[config.mk]
export PLATFORM = sky130hd
export DESIGN_NAME = amc_config_seq
export DESIGN_NICKNAME = d
export VERILOG_FILES = /design/src/rtl/amc_pkg.sv /design/src/rtl/amc_config_seq.sv /design/src/rtl/amc_serial_rx.sv
export VERILOG_INCLUDE_DIRS = /design/src /design/src/rtl
export SDC_FILE = /design/constraint.sdc
export NUM_CORES = 1
export LEC_CHECK = 0
export BUFFER_PORTS_ARGS = -buffer_cell sky130_fd_sc_hd__buf_2
export CORE_MARGIN = 1.5
export CORE_UTILIZATION = 51
export DETAILED_ROUTE_END_ITERATION = 8
export GPL_ROUTABILITY_DRIVEN = 0
export GPL_TIMING_DRIVEN = 0
export PLACE_DENSITY = 0.76
export SYNTH_ARGS = -nofsm -noshare
export SYNTH_HDL_FRONTEND = slang
export SYNTH_SLANG_ARGS = --single-unit
[constraint.sdc]
create_clock -name clk_sys -period 1.6 [get_ports clk_sys]
set_input_delay 0.32 -clock clk_sys [delete_from_list [all_inputs] [get_ports clk_sys]]
set_output_delay 0.32 -clock clk_sys [all_outputs]
set_load 0.005 [all_outputs]
[src/rtl/amc_map.svh]
// Behaviour
// - all internal timing uses only the rising edge of the converter clock.
// - clock format is detected by hardware, no register setting needed.
// - reset by low pulse on clear pin or writing 0x0001 to address 0x00.
// - power-down by pin high or 0x0200 at 0x0F; active by low or 0x0000 (code: active only with pin low and 0x0F not 0x0200).
// - 0x31 selects mode and divider: 0x0001, 0x0102, 0x0204.
// - routing changes accepted while active without power-down.
// - routing change takes effect at the end of its serial write.
// - routing at 0x3A and 0x3B, byte per slot, one-hot input codes.
// - quad mode: 0x3A bytes route ch1/ch2, 0x3B bytes route ch3/ch4.
`ifndef AMC_MAP_SVH
`define AMC_MAP_SVH
`define AMC_ADDR_RESET 8'h00
`define AMC_ADDR_POWER 8'h0f
`define AMC_ADDR_MODE 8'h31
`define AMC_ADDR_ROUTE_A 8'h3a
`define AMC_ADDR_ROUTE_B 8'h3b
`define AMC_ADDR_PHASE 8'h42
`define AMC_VAL_RESET 16'h0001
`define AMC_VAL_SLEEP 16'h0200
`define AMC_VAL_AWAKE 16'h0000
`define AMC_VAL_SINGLE 16'h0001
`define AMC_VAL_DUAL 16'h0102
`define AMC_VAL_QUAD 16'h0204
`define AMC_RST_MODE 16'h0001
`define AMC_RST_ROUTE 16'h0202
`define AMC_RST_PHASE 16'h0000
`define AMC_RST_POWER 16'h0000
`define AMC_FRAME_BITS 24
`endif

[src/rtl/amc_pkg.sv]
package amc_pkg;
	typedef enum logic [2:0] {
		AMC_SINGLE = 3'b001,
		AMC_DUAL = 3'b010,
		AMC_QUAD = 3'b100
	} amc_mode_type;
	typedef struct packed {
		logic [7:0] addr;
		logic [15:0] data;
	} amc_write_type;
	typedef struct packed {
		logic [7:0] ch1;
		logic [7:0] ch2;
		logic [7:0] ch3;
		logic [7:0] ch4;
	} amc_route_type;
endpackage

[src/rtl/amc_config_seq.sv]
`timescale 1ns/10ps
`include "amc_map.svh"
// register file and mode control for the interleaved converter
module amc_config_seq
	import amc_pkg::*;
(
	input wire logic clk_sys,
	input wire logic srst,
	input wire logic active_low_clear_pin,
	input wire logic sleep_request_pin,
	input wire logic sclk_pin,
	input wire logic sdata_pin,
	input wire logic csel_n_pin,
	input wire logic [7:0] rd_addr,
	output logic [15:0] rd_data,
	output logic powered_down,
	output amc_mode_type chan_mode,
	output logic [2:0] clk_divider,
	output amc_route_type route,
	output logic [15:0] bit_clock_phase,
	output logic mode_changed_active
);
	logic [1:0] clr_s_q;
	logic [1:0] slp_s_q;
	logic clr_prev_q;
	logic wr_valid;
	amc_write_type wr_word;
	logic [15:0] power_q;
	logic [15:0] mode_q;
	logic [15:0] route_a_q;
	logic [15:0] route_b_q;
	logic [15:0] phase_q;
	logic viol_q;

	// hardware detects the clock format; no register selects it
	// everything below runs on the rising edge only
	amc_serial_rx #(
		.FRAME_BITS(`AMC_FRAME_BITS)
	) u_rx (
		.clk_sys(clk_sys),
		.srst(srst),
		.sclk_pin(sclk_pin),
		.sdata_pin(sdata_pin),
		.csel_n_pin(csel_n_pin),
		.wr_valid(wr_valid),
		.wr_word(wr_word)
	);

	always_ff @(posedge clk_sys) begin
		clr_s_q <= {clr_s_q[0], active_low_clear_pin};
		slp_s_q <= {slp_s_q[0], sleep_request_pin};
		clr_prev_q <= clr_s_q[1];
	end

	wire wr_reset = wr_valid && wr_word.addr == `AMC_ADDR_RESET &&
		wr_word.data == `AMC_VAL_RESET;
	wire pin_reset = clr_prev_q & ~clr_s_q[1];
	wire soft_clr = srst | wr_reset | pin_reset | ~clr_s_q[1];
	wire wr_power = wr_valid && wr_word.addr == `AMC_ADDR_POWER;
	wire wr_mode = wr_valid && wr_word.addr == `AMC_ADDR_MODE;
	wire wr_route_a = wr_valid && wr_word.addr == `AMC_ADDR_ROUTE_A;
	wire wr_route_b = wr_valid && wr_word.addr == `AMC_ADDR_ROUTE_B;
	wire wr_phase = wr_valid && wr_word.addr == `AMC_ADDR_PHASE;
	wire reg_sleep = power_q == `AMC_VAL_SLEEP;
	wire sleep_now = slp_s_q[1] | reg_sleep;
	wire mode_ok = wr_word.data == `AMC_VAL_SINGLE ||
		wr_word.data == `AMC_VAL_DUAL || wr_word.data == `AMC_VAL_QUAD;

	always_ff @(posedge clk_sys) begin
		if (soft_clr) begin
			power_q <= `AMC_RST_POWER;
			mode_q <= `AMC_RST_MODE;
			route_a_q <= `AMC_RST_ROUTE;
			route_b_q <= `AMC_RST_ROUTE;
			phase_q <= `AMC_RST_PHASE;
			viol_q <= 1'b0;
		end else begin
			if (wr_power) begin
				power_q <= wr_word.data;
			end
			if (wr_phase) begin
				phase_q <= wr_word.data;
			end
			if (wr_mode && mode_ok) begin
				mode_q <= wr_word.data;
				viol_q <= viol_q | ~sleep_now;
			end
			// routing lands the cycle after wr_valid flags its completed write
			if (wr_route_a) begin
				route_a_q <= wr_word.data;
			end
			if (wr_route_b) begin
				route_b_q <= wr_word.data;
			end
		end
	end

	assign powered_down = sleep_now;
	assign chan_mode = mode_q == `AMC_VAL_QUAD ? AMC_QUAD :
		mode_q == `AMC_VAL_DUAL ? AMC_DUAL : AMC_SINGLE;
	assign clk_divider = mode_q[2:0];
	assign route.ch1 = route_a_q[15:8];
	assign route.ch2 = route_a_q[7:0];
	assign route.ch3 = route_b_q[15:8];
	assign route.ch4 = route_b_q[7:0];
	assign bit_clock_phase = phase_q;
	assign mode_changed_active = viol_q;

	always_ff @(posedge clk_sys) begin
		if (srst) begin
			rd_data <= 16'h0000;
		end else if (rd_addr == `AMC_ADDR_POWER) begin
			rd_data <= power_q;
		end else if (rd_addr == `AMC_ADDR_MODE) begin
			rd_data <= mode_q;
		end else if (rd_addr == `AMC_ADDR_ROUTE_A) begin
			rd_data <= route_a_q;
		end else if (rd_addr == `AMC_ADDR_ROUTE_B) begin
			rd_data <= route_b_q;
		end else if (rd_addr == `AMC_ADDR_PHASE) begin
			rd_data <= phase_q;
		end else begin
			rd_data <= 16'h0000;
		end
	end
endmodule // amc_config_seq

[src/rtl/amc_serial_rx.sv]
`timescale 1ns/10ps
// serial write receiver: 8-bit address then 16-bit data, msb first
module amc_serial_rx
	import amc_pkg::*;
#(
	parameter int FRAME_BITS = 24
) (
	input wire logic clk_sys,
	input wire logic srst,
	input wire logic sclk_pin,
	input wire logic sdata_pin,
	input wire logic csel_n_pin,
	output logic wr_valid,
	output amc_write_type wr_word
);
	logic [2:0] sclk_s_q;
	logic [1:0] sdata_s_q;
	logic [1:0] csel_s_q;
	logic [23:0] shift_q;
	logic [4:0] count_q;
	wire sclk_rise = sclk_s_q[1] & ~sclk_s_q[2];
	wire csel_act = ~csel_s_q[1];
	wire frame_done = sclk_rise & csel_act &
		(count_q == 5'(FRAME_BITS - 1));
	always_ff @(posedge clk_sys) begin
		sclk_s_q <= {sclk_s_q[1:0], sclk_pin};
		sdata_s_q <= {sdata_s_q[0], sdata_pin};
		csel_s_q <= {csel_s_q[0], csel_n_pin};
	end
	always_ff @(posedge clk_sys) begin
		if (srst) begin
			shift_q <= 24'h000000;
			count_q <= 5'h00;
			wr_valid <= 1'b0;
		end else begin
			wr_valid <= frame_done;
			if (!csel_act) begin
				count_q <= 5'h00;
			end else if (sclk_rise) begin
				shift_q <= {shift_q[22:0], sdata_s_q[1]};
				count_q <= frame_done ? 5'h00 : count_q + 5'h01;
			end
		end
	end
	assign wr_word = shift_q;
endmodule // amc_serial_rx

==> results.sh <==
export IMPL_status="complete, but fails checks"
export IMPL_die_w_um=109.2
export IMPL_grtUsageTotal_pct=35.68
export IMPL_rsz0062_at_grt="true"
export IMPL_max_vdd_ir_drop_uv=787.1
export IMPL_ys_seq_elements=138
export IMPL_fp_dieH_um=109.2
export IMPL_cts_tree="done"
export IMPL_route_vias_total=6085
export IMPL_drv_cap=0
export IMPL_worst_slack_ns=-0.5584
export IMPL_dpl_cell_area_um2=6406
export IMPL_relSlewSlack_pct=48.95
export IMPL_diodes=0
export IMPL_grt_pass1_vias=5684
export IMPL_drc=0
export IMPL_min_period_over_period_pct=134.9
export IMPL_hp_class="flip-flop to flip-flop"
export IMPL_failed_checks="negative setup slack"
export IMPL_fillers=648
export IMPL_clk_pin_slew_ns=0.06
export IMPL_seq_area_um2=2814
export IMPL_core_rowCount=38
export IMPL_io_buffers=86
export IMPL_netlist_area_um2=5751
export IMPL_leakagePower_nw=3.386
export IMPL_multi_input_area_um2=3264
export IMPL_wl_um=22930
export IMPL_drive_gt1_share_pct=42.95
export IMPL_insertion_delay_ns=0.44
export IMPL_viasPerCell=6.614
export IMPL_place_inst=838
export IMPL_hold_viol=0
export IMPL_synth_edf_count=0
export IMPL_avgSynthCellArea_um2=9.396
export IMPL_post_place_ws_ns=-0.5592
export IMPL_end_kind="flip-flop"
export IMPL_synth_fp_nets=628
export IMPL_final_cell_area_um2=8193
export IMPL_max_freq_mhz=463.3
export IMPL_antenna_found_initial=0
export IMPL_design_core_area_um2=10940
export IMPL_skew_ns=0.01186
export IMPL_ios=87
export IMPL_clkSinkCount=138
export IMPL_finalSetupViolations=85
export IMPL_synth_ff_type="dfxtp_1"
export IMPL_cts_path_max_buffers=2
export IMPL_place_hpwl_um=12070
export IMPL_die_area_um2=11920
export IMPL_cp_start_kind="flip-flop"
export IMPL_grt_pass1_wl_um=31330
export IMPL_area_growth_synth_to_final_pct=42.47
export IMPL_cts_max_level=4
export IMPL_arrival_ns=2.47
export IMPL_worstPathRequired_ns=1.91
export IMPL_cts_root_buf="clkbuf_16"
export IMPL_first_iter_violations=956
export IMPL_dr_pass1_iters=8
export IMPL_synth_cells=612
export IMPL_critPathMaxFanout=7
export IMPL_final_cells=920
export IMPL_synth_distinct_cells=63
export IMPL_overflow=0
export IMPL_cts_buffers=17
export IMPL_yosys_warnings=0
export IMPL_routedWlPerCell_um=24.92
export IMPL_yosysSeqAreaShare_pct=48.04
export IMPL_drtAntennaViolNets=0
export IMPL_fin_crit_ns=2.158
export IMPL_cellPowerDensity_nw_per_um2=946.9
export IMPL_tightest_slew_ns=0.7658
export IMPL_critPathKind="flip-flop to flip-flop"
export IMPL_final_nets=783
export IMPL_drv_slew=0
export IMPL_synth_async_reset_ratio_pct=0
export IMPL_start_util_pct=52.59
export IMPL_grt_max_degree=17
==> synthesized netlist by cell type (3+ instances only) <==
cell       number  area share (%)
a2111oi_1       4            0.70
a211o_1         4            0.61
a211oi_1        3            0.39
a21o_1          6            0.78
a21oi_1        51             4.4
a22o_1         23             3.5
a22oi_1        15             2.0
a32o_1          4            0.70
buf_1           3            0.20
buf_2          14             1.2
buf_4          13             1.7
buf_6           3            0.59
clkbuf_1       15            0.98
dfxtp_1       138              48
mux2i_1        46             8.0
nand2_1       106             6.9
nand2b_1        4            0.44
nand3_1         5            0.44
nand4_1         5            0.54
nor2_1         58             3.8
nor2b_1         5            0.54
nor3_1          3            0.26
nor3b_1        13             1.7
nor3b_2         3            0.65
nor4_1          9            0.98
o211ai_1        4            0.52
o21ai_0         5            0.44
o22ai_1         4            0.44
==> placed cells by master, fill, tap and decap left out, types with 18 or more instances in the layout <==
cell / synthesis / final
nand2_1: 106 / 104
nor2_4: 0 / 19
a21oi_1: 51 / 36
buf_4: 13 / 42
clkbuf_16: 0 / 18
nor2_2: 0 / 20
buf_2: 14 / 93
mux2i_1: 46 / 44
dfxtp_2: 0 / 20
a22o_1: 23 / 23
nor2_1: 58 / 19
dfxtp_1: 138 / 111
==> path summary, 6_finish.rpt <==
kind / endpoint / depth (start not counted) / from / slack [ns]
min reg2reg: u_rx.sclk_s_q[1] / 0 / u_rx.sclk_s_q[0] / 0.33
max reg2reg: route_b_q[10] / 7 / u_rx.wr_word[5] / -0.56
max: route_b_q[10] / 7 / u_rx.wr_word[5] / -0.56
min: u_rx.sclk_s_q[1] / 0 / u_rx.sclk_s_q[0] / 0.33
==> power breakdown <==
part / total [mW] / switching, mW / internal (mW)
clock network: 3.91 / 1.61 / 2.30
logic: 0.393 / 0.232 / 0.160
registers: 3.45 / 0.0116 / 3.44
==> worst max-delay path: stages (launching register included) <==
cell and delay (ns):
dfxtp_1 0.45, nor4_4 0.47, nand4_1 0.29, o21ai_4 0.34, buf_6 0.15, buf_8 0.13
buf_8 0.14, nor2_1 0.06
==> state kept, by name, indices dropped and copies added, names as in the netlist, 2 cells and up <==
name             count
clr_s_q              2
power_q             16
mode_q              16
u_rx.csel_s_q        2
slp_s_q              2
u_rx.sclk_s_q        3
u_rx.wr_word        24
u_rx.count_q         5
route_b_q           16
u_rx.sdata_s_q       2
bit_clock_phase     16
rd_data             16
route_a_q           16
==> kinds of logic after synthesis <==
logic type               count (synthesis)  share of synthesized area [%]
multiplexers                            47                          8.268
adder cells (fa/ha/maj)                  1                         0.2175
AO/OA/AOI/OAI                          133                          16.58
XOR/XNOR                                 2                         0.3047
AND/OR/NAND/NOR                        241                          21.78
flip-flops                             138                          48.04
buffers and inverters                   50                          4.808
==> routing by layer <==
layer	wire length, um	vias to the layer above	global-route usage [%]
met2	10320	522	56.70
met1	8039	2865	41.56
met5	0	-	0
met3	2730	198	10.28
met4	1830	0	24.30
li1	-	2500	-
==> stage by stage <==
| step | hold slack, ns | power [mW] | setup TNS, ns | utilization, % |
|---|---|---|---|---|
| finish | 0.3262 | 7.758 | -38.89 | 74.92 |
| global route | 0.3334 | 7.907 | -36.72 | 74.92 |
| CTS | 0.0006847 | 7.652 | -13.98 | 72.08 |
| detailed placement | 0.3121 | 3.761 | -46.68 | 58.58 |
| global placement | 0.3108 | 3.756 | -44.48 | 58.58 |
| floorplan | 0.3096 | 3.677 | -1.029 | - |
==> what timing repair did <==
item,CTS,global route
gates resized for setup,105,122
pin swaps,42,35
hold buffers,4,1
cloned,7,1
endpoints found under the setup margin,114,115
buffers inserted,39,13
hold endpoints to repair,4,1
==> final cells by class <==
class	instances	area share, %
inverter	2	0.09163
tap	140	2.138
buffer	39	3.650
timing repair buffer	145	12.87
clock buffer	19	5.284
clock inverter	13	1.772
sequential	138	34.35
multi-input combinational	424	39.84
Power figures use the tool's default switching activity.
